`config.mk`:
```
export PLATFORM = sky130hd
export DESIGN_NAME = ccs_config_status
export DESIGN_NICKNAME = d
export VERILOG_FILES = /design/src/common/ccs_pkg.sv /design/src/design/ccs_config_status.sv
export VERILOG_INCLUDE_DIRS = /design/src /design/src/common
export SDC_FILE = /design/constraint.sdc
export NUM_CORES = 1
export LEC_CHECK = 0
export BUFFER_PORTS_ARGS = -buffer_cell sky130_fd_sc_hd__buf_2
export CAP_MARGIN = 40
export CORE_ASPECT_RATIO = 0.6
export CORE_MARGIN = 8
export CORE_UTILIZATION = 25
export DETAILED_ROUTE_END_ITERATION = 10
export GPL_ROUTABILITY_DRIVEN = 0
export GPL_TIMING_DRIVEN = 0
export PLACE_DENSITY = 0.46
export SETUP_SLACK_MARGIN = 0.4
export SYNTH_ARGS = -nofsm -noshare
export SYNTH_HDL_FRONTEND = slang
export SYNTH_SLANG_ARGS = --single-unit
```
`constraint.sdc`:
```
create_clock -name mclk -period 2.47 [get_ports mclk]
set_input_delay 0.247 -clock mclk [delete_from_list [all_inputs] [get_ports mclk]]
set_output_delay 0.247 -clock mclk [all_outputs]
set_load 0.1 [all_outputs]
```
`src/common/ccs_consts.svh`:
```
// offsets, field positions and reset values of the card config/status block
`ifndef CCS_CONSTS_SVH
`define CCS_CONSTS_SVH
// apb byte addresses
`define CCS_ADDR_CFGSTAT 12'h000
`define CCS_ADDR_CTRL 12'h004
`define CCS_ADDR_PINSTAT 12'h008
// function_config_status field positions
`define CCS_BIT_SUMMARY 7
`define CCS_BIT_GATE 6
`define CCS_BIT_IO8 5
`define CCS_BIT_RSVD 4
`define CCS_BIT_AUDIO 3
`define CCS_BIT_PWRDN 2
`define CCS_BIT_INTR 1
`define CCS_BIT_ACKEN 0
// control register fields
`define CCS_CTRL_IOMODE 0
`define CCS_CTRL_PINREG 1
`define CCS_CTRL_MULTI 2
`define CCS_CTRL_HASPD 3
`define CCS_CFGSTAT_RST 8'h00
`define CCS_CTRL_RST 4'h0
`define CCS_PINCHG_RST 4'h0
// cycles the request line is released for a fresh notification
`define CCS_NOTIFY_CYCLES 4'h4
`endif

```
`src/common/ccs_pkg.sv`:
```
// types of the card config/status block
`default_nettype none
package ccs_pkg;
   typedef enum logic [1:0] {CCS_IDLE, CCS_SETUP, CCS_ACCESS} ccs_apb_t;
   typedef logic [7:0] ccs_byte_t;
endpackage : ccs_pkg
`default_nettype wire

```
`src/design/ccs_config_status.sv`:
```
// card function configuration and status register with apb access
// Operation
// - summary set when pin change bits or enabled extended events are set
// - summary and gate undefined outside io mode or without pin register
// - status change pin low when summary and gate both one in io mode
// - gate zero never lets status change pin go active
// - eight bit only flag stored; byte-wide register suits split accesses
// - audio routed to speaker only when enabled and configured
// - power-down request drives power-down state while card ready, unless function lacks one
// - pending bit follows the function's service request
// - pending writes ignored when no function enables acknowledge protocol
// - zero write to pending with protocol on re-notifies if service wanted
// - single function card ignores ack enable writes, reads zero
// - register present whenever audio, sharing or status needed
// - configuration index zero selects memory-only, io conditions off
// - four pin change bits set when their live bits change state
//
// The address map and the APB register port were left to the implementer.
`include "ccs_consts.svh"
`default_nettype none
module ccs_config_status (
   input wire logic mclk,
   input wire logic rst_n,
   input wire logic softReset,
   input wire logic psel,
   input wire logic penable,
   input wire logic pwrite,
   input wire logic [11:0] paddr,
   input wire logic [31:0] pwdata,
   input wire logic [3:0] pstrb,
   output logic [31:0] prdata,
   output logic pready,
   output logic pslverr,
   input wire logic [5:0] configIndex,
   input wire logic [3:0] liveStatus,
   input wire logic [2:0] extEvent,
   input wire logic [2:0] extEnable,
   input wire logic serviceRequest,
   input wire logic otherAckEnable,
   input wire logic otherServiceRequest,
   input wire logic cardReady,
   input wire logic audioIn,
   output logic statusChangePin_n,
   output logic speakerAudioOut_n,
   output logic powerDownState,
   output logic cardInterruptRequest_n,
   output logic eightBitIoOnly
);
   import ccs_pkg::*;

   // ************************************************************
   // input synchronisers
   // ************************************************************
   logic [3:0] liveMeta_r, liveSync_r, livePrev_r;
   logic [6:0] evMeta_r, evSync_r;
   logic [3:0] miscMeta_r, miscSync_r;
   logic [5:0] cfgMeta_r, cfgSync_r;

   // two flops for every asynchronous pin
   always_ff @(posedge mclk) begin
      liveMeta_r <= liveStatus;
      liveSync_r <= liveMeta_r;
      livePrev_r <= liveSync_r;
      evMeta_r <= {extEvent, extEnable, serviceRequest};
      evSync_r <= evMeta_r;
      miscMeta_r <= {otherAckEnable, otherServiceRequest, cardReady, audioIn};
      miscSync_r <= miscMeta_r;
      cfgMeta_r <= configIndex;
      cfgSync_r <= cfgMeta_r;
   end

   // ************************************************************
   // apb decode
   // ************************************************************
   // one compare per register; shared by the three address hits
   function automatic logic addrIs(input logic [11:0] a, input logic [11:0] base);
      return (a == base);
   endfunction : addrIs

   ccs_apb_t apbState_r;
   logic [7:0] cfgStat_r;
   logic [3:0] ctrl_r;
   logic [3:0] pinChg_r;
   logic [3:0] pinChg_nxt;
   logic notify_r;
   logic [3:0] notifyCnt_r;
   wire logic anyReset = !rst_n || softReset;
   wire logic wrAcc = psel && penable && pwrite && pready;
   wire logic rdAcc = psel && !pwrite && !penable;
   wire logic hitCs = addrIs(paddr, `CCS_ADDR_CFGSTAT);
   wire logic hitCtrl = addrIs(paddr, `CCS_ADDR_CTRL);
   wire logic hitPin = addrIs(paddr, `CCS_ADDR_PINSTAT);
   wire logic mapped = hitCs || hitCtrl || hitPin;
   wire logic wrCs = wrAcc && hitCs && pstrb[0];
   wire logic wrCtrl = wrAcc && hitCtrl && pstrb[0];
   wire logic wrPin = wrAcc && hitPin && pstrb[0];

   // ************************************************************
   // mode qualifiers
   // ************************************************************
   wire logic configured = (cfgSync_r != 6'h00);
   wire logic ioMode = configured && ctrl_r[`CCS_CTRL_IOMODE];
   wire logic pinRegOn = ctrl_r[`CCS_CTRL_PINREG];
   wire logic multiFunc = ctrl_r[`CCS_CTRL_MULTI];
   wire logic [2:0] evBits = evSync_r[6:4];
   wire logic [2:0] enBits = evSync_r[3:1];
   wire logic svcReq = evSync_r[0];
   wire logic otherAck = miscSync_r[3];
   wire logic otherSvc = miscSync_r[2];
   wire logic readySync = miscSync_r[1];
   wire logic audioSync = miscSync_r[0];

   // summary only meaningful in io mode with the pin register present
   wire logic summary = ioMode && pinRegOn
      && ((|pinChg_r) || (|(evBits & enBits)));
   wire logic gateOn = cfgStat_r[`CCS_BIT_GATE];
   wire logic ackAny = cfgStat_r[`CCS_BIT_ACKEN] || otherAck;
   wire logic pendWrZero = wrCs && !pwdata[`CCS_BIT_INTR] && ackAny;
   wire logic anySvc = (svcReq && cfgStat_r[`CCS_BIT_ACKEN]) || otherSvc;
   wire logic pdAllowed = readySync && ctrl_r[`CCS_CTRL_HASPD];

   // pin change bits: live edge sets, masked host write, set wins
   wire logic [3:0] liveEdge = liveSync_r ^ livePrev_r;
   always_comb begin
      pinChg_nxt = pinChg_r;
      if (wrPin) begin
         pinChg_nxt = (pinChg_r & ~pwdata[3:0]) | (pwdata[7:4] & pwdata[3:0]);
      end
      pinChg_nxt = pinChg_nxt | liveEdge;
   end

   // read mux; reserved bit reads zero
   wire logic [7:0] csView = {summary, cfgStat_r[6:5], 1'b0, cfgStat_r[3:2],
      svcReq, cfgStat_r[0]};
   wire logic [31:0] rdMux = hitCs ? {24'h000000, csView} :
      hitCtrl ? {28'h0000000, ctrl_r} :
      hitPin ? {24'h000000, pinChg_r, liveSync_r} : 32'h00000000;

   // ************************************************************
   // apb slave: no wait state, pready in access phase
   // ************************************************************
   always_ff @(posedge mclk) begin
      if (!rst_n) begin
         apbState_r <= CCS_IDLE;
         pready <= 1'b0;
         pslverr <= 1'b0;
         prdata <= 32'h00000000;
      end else begin
         pready <= psel && !penable;
         pslverr <= psel && !penable && !mapped;
         if (rdAcc) begin
            prdata <= rdMux;
         end
         apbState_r <= psel ? (penable ? CCS_IDLE : CCS_ACCESS) : CCS_IDLE;
      end
   end

   // config/status writable fields, reset clears them all
   always_ff @(posedge mclk) begin
      if (anyReset) begin
         cfgStat_r <= `CCS_CFGSTAT_RST;
      end else if (wrCs) begin
         cfgStat_r[`CCS_BIT_GATE] <= pwdata[`CCS_BIT_GATE];
         cfgStat_r[`CCS_BIT_IO8] <= pwdata[`CCS_BIT_IO8];
         cfgStat_r[`CCS_BIT_AUDIO] <= pwdata[`CCS_BIT_AUDIO];
         cfgStat_r[`CCS_BIT_PWRDN] <= pwdata[`CCS_BIT_PWRDN]
            && ctrl_r[`CCS_CTRL_HASPD];
         cfgStat_r[`CCS_BIT_ACKEN] <= pwdata[`CCS_BIT_ACKEN] && multiFunc;
      end
   end

   // control register and pin change bits
   always_ff @(posedge mclk) begin
      if (anyReset) begin
         ctrl_r <= `CCS_CTRL_RST;
         pinChg_r <= `CCS_PINCHG_RST;
      end else begin
         if (wrCtrl) begin
            ctrl_r <= pwdata[3:0];
         end
         pinChg_r <= pinChg_nxt;
      end
   end

   // re-notification: request line released for a few cycles, then re-driven
   // so an edge-sensitive host sees a fresh request
   always_ff @(posedge mclk) begin
      if (anyReset) begin
         notify_r <= 1'b0;
         notifyCnt_r <= 4'h0;
      end else if (pendWrZero && anySvc) begin
         notify_r <= 1'b1;
         notifyCnt_r <= `CCS_NOTIFY_CYCLES;
      end else if (notifyCnt_r != 4'h0) begin
         notifyCnt_r <= notifyCnt_r - 4'h1;
         notify_r <= (notifyCnt_r != 4'h1);
      end
   end

   // ************************************************************
   // registered outputs
   // ************************************************************
   always_ff @(posedge mclk) begin
      if (anyReset) begin
         statusChangePin_n <= 1'b1;
         speakerAudioOut_n <= 1'b1;
         powerDownState <= 1'b0;
         cardInterruptRequest_n <= 1'b1;
         eightBitIoOnly <= 1'b0;
      end else begin
         statusChangePin_n <= !(summary && gateOn && ioMode);
         speakerAudioOut_n <= !(cfgStat_r[`CCS_BIT_AUDIO] && configured
            && audioSync);
         powerDownState <= cfgStat_r[`CCS_BIT_PWRDN] && pdAllowed;
         cardInterruptRequest_n <= !(svcReq && ioMode && !notify_r);
         eightBitIoOnly <= cfgStat_r[`CCS_BIT_IO8];
      end
   end

   // ************************************************************
   // assertions
   // ************************************************************
   // each property names its own reset: fields clear on either reset, the bus on rst_n only

   // gate low keeps the pin idle one cycle later
   a_gate_blocks_pin: assert property (@(posedge mclk) disable iff (!rst_n)
      !$past(gateOn) |-> statusChangePin_n)
      else $error("pin active while gate off");

   // summary and gate together drive the pin
   a_pin_follows_sum: assert property (@(posedge mclk) disable iff (anyReset)
      (summary && gateOn && ioMode) |=> !statusChangePin_n)
      else $error("pin not active");

   // memory-only mode never shows a status change
   a_memonly_quiet: assert property (@(posedge mclk) disable iff (!rst_n)
      (!$past(configured) && !$past(configured, 2)) |-> statusChangePin_n)
      else $error("status pin active in memory mode");

   // a pending change bit shows as summary on readback
   a_summary_read: assert property (@(posedge mclk) disable iff (anyReset)
      (rdAcc && hitCs && ioMode && pinRegOn && (|pinChg_r)) |=> prdata[`CCS_BIT_SUMMARY])
      else $error("summary missing for change bit");

   // an enabled extended event shows as summary on readback
   a_summary_ext: assert property (@(posedge mclk) disable iff (anyReset)
      (rdAcc && hitCs && ioMode && pinRegOn && (|(evBits & enBits))) |=> prdata[7])
      else $error("summary missing for event");

   // outside io mode the summary reads as zero
   a_summary_quiet: assert property (@(posedge mclk) disable iff (anyReset)
      (rdAcc && hitCs && !ioMode) |=> !prdata[`CCS_BIT_SUMMARY])
      else $error("summary set outside io mode");

   // live edge sets its change bit even against a host clear
   a_change_sets: assert property (@(posedge mclk) disable iff (anyReset)
      (liveEdge != 4'h0) |=> ((pinChg_r & $past(liveEdge)) == $past(liveEdge)))
      else $error("change bit not set");

   // speaker silent while unconfigured
   a_audio_gated: assert property (@(posedge mclk) disable iff (!rst_n)
      !$past(configured) |-> speakerAudioOut_n)
      else $error("audio while unconfigured");

   // speaker follows audio once enabled and configured
   a_audio_on: assert property (@(posedge mclk) disable iff (anyReset)
      (cfgStat_r[`CCS_BIT_AUDIO] && configured && audioSync) |=> !speakerAudioOut_n)
      else $error("audio not routed");

   // stored request enters power-down
   a_pdown_follows: assert property (@(posedge mclk) disable iff (anyReset)
      (cfgStat_r[`CCS_BIT_PWRDN] && pdAllowed) |=> powerDownState)
      else $error("power-down not entered");

   // a function without a power-down state ignores the request
   a_pdown_ignored: assert property (@(posedge mclk) disable iff (anyReset)
      !ctrl_r[`CCS_CTRL_HASPD] |=> !powerDownState)
      else $error("power-down without such state");

   // eight bit flag copied to its output
   a_io8_copy: assert property (@(posedge mclk) disable iff (anyReset)
      cfgStat_r[`CCS_BIT_IO8] |=> eightBitIoOnly)
      else $error("eight bit flag not shown");

   // pending bit read back is the request seen at the setup edge
   a_pend_readback: assert property (@(posedge mclk) disable iff (!rst_n)
      (rdAcc && hitCs) |=> (prdata[`CCS_BIT_INTR] == $past(svcReq)))
      else $error("pending mismatch");

   // request line follows service request outside a re-notification
   a_irq_follows: assert property (@(posedge mclk) disable iff (anyReset)
      (svcReq && ioMode && !notify_r) |=> !cardInterruptRequest_n)
      else $error("request line not driven");

   // no request line without service request
   a_irq_idle: assert property (@(posedge mclk) disable iff (anyReset)
      !svcReq |=> cardInterruptRequest_n)
      else $error("request line without request");

   // pending writes do nothing while no function enables the protocol
   a_pend_ignored: assert property (@(posedge mclk) disable iff (anyReset)
      (wrCs && !ackAny && !notify_r) |=> !notify_r)
      else $error("pending write not ignored");

   // zero write with service wanted releases the line for the full count
   a_renotify_pulse: assert property (@(posedge mclk) disable iff (anyReset)
      (pendWrZero && anySvc) |=> notify_r[*4])
      else $error("no re-notification");

   // the release ends when the count runs out
   a_renotify_ends: assert property (@(posedge mclk) disable iff (anyReset)
      ((notifyCnt_r == 4'h1) && !(pendWrZero && anySvc)) |=> !notify_r)
      else $error("re-notification does not end");

   // single-function card stores no acknowledge enable
   a_ack_single_zero: assert property (@(posedge mclk) disable iff (anyReset)
      (wrCs && !multiFunc) |=> !cfgStat_r[`CCS_BIT_ACKEN])
      else $error("ack set on single function");

   // hardware reset clears every field
   a_reset_clears: assert property (@(posedge mclk)
      $past(!rst_n) |-> (cfgStat_r == `CCS_CFGSTAT_RST))
      else $error("fields not cleared");

   // soft reset clears fields and control alike
   a_soft_clears: assert property (@(posedge mclk)
      $past(softReset) |-> ((cfgStat_r == `CCS_CFGSTAT_RST) && (ctrl_r == `CCS_CTRL_RST)))
      else $error("fields not cleared by soft reset");

   // ready only in the access phase
   a_apb_access: assert property (@(posedge mclk) disable iff (!rst_n)
      pready |-> (apbState_r == CCS_ACCESS))
      else $error("ready outside access phase");

   // ready stands for a single cycle
   a_pready_once: assert property (@(posedge mclk) disable iff (!rst_n)
      pready |=> !pready)
      else $error("ready held too long");

   // main scenarios worth seeing at least once
   c_status_pin: cover property (@(posedge mclk) !statusChangePin_n);
   c_renotify: cover property (@(posedge mclk) pendWrZero && anySvc);
   c_power_down: cover property (@(posedge mclk) powerDownState);
   c_audio_on: cover property (@(posedge mclk) !speakerAudioOut_n);
   c_summary_read: cover property (@(posedge mclk) rdAcc && hitCs && summary);
endmodule : ccs_config_status
`default_nettype wire

```
# After elaboration in Yosys (flattened, before gate mapping)
# Index checks and enable logic that the tools add are counted.
# Widths: inputs -> output; s select.
# totals
reg_bits	103
wordCells	94
out_inout_bits	39
in_bits	75
# op_classes
n_eq_ne	3
n_addsub	1
n_bitwise	7
muxes	8
n_reduce_logical	52
# ops
cell	n
$logic_and 1x1->1	30
$mux 8	3
$eq 12x3->1 const B	1
$eq 12x4->1 const B	1
$logic_not 12->1	1
$logic_not 1->1	9
$and 4x4->4	2
$or 4x4->4	2
$logic_or 1x1->1	6
$mux 3	2
$reduce_bool 6->1	1
$mux 4	1
$ne 4x1->1 const B	1
$not 4->4	1
$reduce_bool 4->1	1
$reduce_or 4->1	1
$sub 4x1->4 const B	1
$xor 4x4->4	1
$and 3x3->3	1
$reduce_or 3->1	1
$mux 1	2
$reduce_bool 2->1	1
$reduce_or 2->1	1

# Depth between registers and ports, before layout
# logic_depth
ltp_word	9
mapped_depth	6

# Least setup slack after synthesis
# OpenSTA, ideal clock, no wires.
# synth_timing
kind	register to register
startpoint	reg pready
endpoint	reg notifyCnt_r[0]
setup_slack_ns	0.428
arrival_ns	1.927
path_stages_with_launch	7
n_path_buf	2
setup_ns	0.116
cell_sequence	dfxtp_1 and4_1 buf_2 and2_1 buf_2 nand3_2 and3_1
# synth_via
elab_chain_len	7
# synth_rtl
item	line	source
from (decl)	ccs_config_status.sv:32	output logic pready,
from (signal assigned)	ccs_config_status.sv:149	pready <= psel && !penable;
$logic_and 1x1->1	ccs_config_status.sv:88	wire logic wrAcc = psel && penable && pwrite && pready;
$logic_and 1x1->1 (2 in a row)	ccs_config_status.sv:94	wire logic wrCs = wrAcc && hitCs && pstrb[0];
$logic_and 1x1->1 (2 in a row)	ccs_config_status.sv:118	wire logic pendWrZero = wrCs && !pwdata[`CCS_BIT_INTR] && ackAny;
$logic_and 1x1->1	ccs_config_status.sv:191	end else if (pendWrZero && anySvc) begin
$reduce_or 2->1 (no line)	n/a	
to (signal assigned)	ccs_config_status.sv:193	notifyCnt_r <= `CCS_NOTIFY_CYCLES;
to (signal assigned)	ccs_config_status.sv:195	notifyCnt_r <= notifyCnt_r - 4'h1;
to (decl)	ccs_config_status.sv:86	logic [3:0] notifyCnt_r;
# Every way passes these cells.
# A chain may end at the register's enable or synchronous reset.

# Worst setup path in the final report
# layout_timing
startpoint	reg pready
endpoint	reg notifyCnt_r[3]
# Same word-level chain as after synthesis.

==> qor.txt <==
status: finished clean
vias in the first global route: 2156
Yosys top cell area share: 57.27%
depth of the CTS H-tree: 3
largest net degree at the start of global routing: 14
Synth Cell Area: 0.002761 mm2
CP Capture Type: flip-flop
Hold WS: 0.01921 ns
fmax: 0.6622 GHz
critical path arrival: 1.73 ns
Slew HR: 63.32%
TritonCTS Buffers: 9
Mean Syn Cell Area: 10.27 um2
Cell variety after synth: 39
max-cap violation count: 0
Adder-Cell Fraction of Synth Area: 0.9062%
slowest stage delay, CP: 0.34 ns
root buf cell: clkbuf_16
worst-path fanout max: 10
share of cells above drive strength 1: 29.10%
sequential fraction of design power: 40.8%
post-route ant nets: 0
first-pass GRT wire length: 11310 um
Longest Clk Path Bufs: 2
largest family of logic cells by synthesized area: simple AND/OR/NAND/NOR gates
synthesized flop and latch total: 79
DIE WIDTH: 151.7 um
initial DRC count: 144
Psw: 0.7940 mW
final period utilization: 61.14%
CTS tree: built
unrepaired setup endpoints after global routing: false
clock power share: 48.1%
total power: 3.290 mW
Worst Hold Class: primary input to flip-flop
Avg WL per Cell: 13.80 um
final setup fails: 0
gr ovfl total: 0
Main synth FF type: dfxtp_1
R2R cell count: 6
dominant cell type by area after synthesis: dfxtp_1
Crit path required time: 2.69 ns
I/O Pins: 114
Via Count: 2147
Worst Max-Slew Pin Slew: 0.5485 ns
# Post-CTS Setup Buffers: 0
Synth Area in Simple Gates: 18.21%
yosys warns: 0
kind of critical path: flip-flop to flip-flop
setup_tns: 0 ns
synthesis-to-layout area growth: 37.15%
Leakage: 1.618 nW
Comb pwr share: 11.0%
commonest cells after routing, fill and taps aside: 79 x dfxtp_1, 63 x buf_2, 26 x buf_4, 24 x conb_1, 21 x nand3_1
r2r setup slk: 0.96 ns
Site Rows: 29
most used cell, CP: buf_2
endpoints failing hold: 0
Filler Cell Count: 1086
clk_lat worst skew: 0.33 ns
clk slew on worst S/H paths: 0.06 ns
Placeable Area: 0.01067 mm2
Die ar.: 0.01478 mm2
fin crit period: 1.510 ns
Net Sw Frac: 24.13%
Synth Area in Compound Gates: 11.46%
CP Cell Sequence: and4_1 > buf_2 > and2_1 > buf_2 > nand3_2 > and3_1
clock skew: 0.004888 ns
Syn Inst Count: 269
VDD IR max: 0.3615 mV
die height: 97.41 um
Final Non-Filler Cells: 517
DP Cell Count: 491
sequential area share after synthesis: 57.27%
hold path depth: 1
WL final: 7135 um
mux contribution to synthesized area: 0.3625%
port bufs: 60
drt pass-1 iters: 4
Internal: 2.496 mW
Async SR Flop Fraction: 0%
Post-Synth XOR/XNOR Area: 1.586%
Critical-path top delay cell: dfxtp_1
final slew viol count: 0
Critical Path Start Type: flip-flop
Remaining DRCs: 0
Post-synth EDFFs: 0
commonest non-fill, non-tap cell in the layout: dfxtp_1
TritonCTS Sinks: 79
ranking of synthesized cells by area: dfxtp_1 57%, buf_4 7.1%, nand3_1 3.8%
vias per cell: 4.153
initial core utilization: 25.89%
ant diodes: 0
initial antenna violation count: 0
final core occ: 35.50%
final net count: 450
post-DP HPWL: 5604 um
CTS resizes: 0
PwrDens: 868.7 mW/mm2
total track usage: 10.03%
[sequential cells by signal (all words and copies together) (netlist names), 5 cells and up]
register   count
cfgMeta_r      6
cfgStat_r      5
cfgSync_r      6
evMeta_r       7
evSync_r       7
prdata         8
[routing by layer]
metal	vias up	GRT usage, %	wire, um
met5	-	0	0
met4	0	2.924	57
met3	6	5.442	815
met2	77	13.52	2931
met1	953	13.30	3331
li1	1111	-	-
[path summary, 6_finish.rpt]
kind                       startpoint                     endpoint
hold reg to reg   evMeta_r[0]$_DFF_P_          evSync_r[0]$_DFF_P_
setup reg to reg    pready$_SDFF_PN0_  notifyCnt_r[3]$_SDFFE_PP0P_
setup / recovery    pready$_SDFF_PN0_  notifyCnt_r[3]$_SDFFE_PP0P_
hold / removal          liveStatus[1]        liveMeta_r[1]$_DFF_P_
[worst max-delay path, delay by kind of cell (launching register included)]
| family | cells | cell delay [ns] |
|---|---|---|
| buf+inv | 2 | 0.40 |
| flops | 1 | 0.34 |
| simple gates | 4 | 0.66 |
[per-stage QoR]
stage | instance area (um2) | setup slack, ns
after floorplan | 2848 | 0.4279
after global placement | 3322 | 0.9002
after detailed placement | 3322 | 0.8980
after CTS | 3757 | 0.9403
after global routing | 3787 | 0.8110
final | 3787 | 0.9598
[power by group through the flow]
stage	Sequential, mW	Clock, mW	Combinational (mW)
6_report	1.34	1.58	0.362
4_1_cts	1.34	1.62	0.357
3_3_place_gp	1.37	0	0.347
3_5_place_dp	1.37	0	0.347
2_1_floorplan	1.39	0	0.251
5_1_grt	1.35	1.68	0.382
[timing repair]
action | 4_1_cts | 5_1_grt
hold buffers | 7 | 3
endpoints found under the setup margin | 0 | 0
hold endpoints to repair | 7 | 3
[cell usage after synthesis, drive strengths merged (7+ instances only)]
cell	count
nand4	10
nand2	10
inv	9
buf	30
nor2	8
a21oi	13
nor4	7
nand3	22
dfxtp	79
o21ai	18
[kinds of logic (layout without fill, tap and decap cells)]
family | Yosys count | in the layout
other | 1 | 24
XOR/XNOR | 5 | 5
flip-flops | 79 | 79
buffers and inverters | 45 | 131
AND/OR/NAND/NOR | 84 | 84
multiplexers | 1 | 1
AO/OA/AOI/OAI | 52 | 52
adder cells (fa/ha/maj) | 2 | 2
[layout make-up]
type | instances | area, um2 | area share [%]
clock buffer | 12 | 266.5 | 7.037
sequential | 79 | 1582 | 41.76
buffer | 36 | 244.0 | 6.442
timing repair buffer | 70 | 400.4 | 10.57
clock inverter | 4 | 98.84 | 2.610
inverter | 9 | 33.78 | 0.8920
multi-input combinational | 168 | 988.4 | 26.10
tap | 139 | 173.9 | 4.592
(Power assumes the default switching activity.)
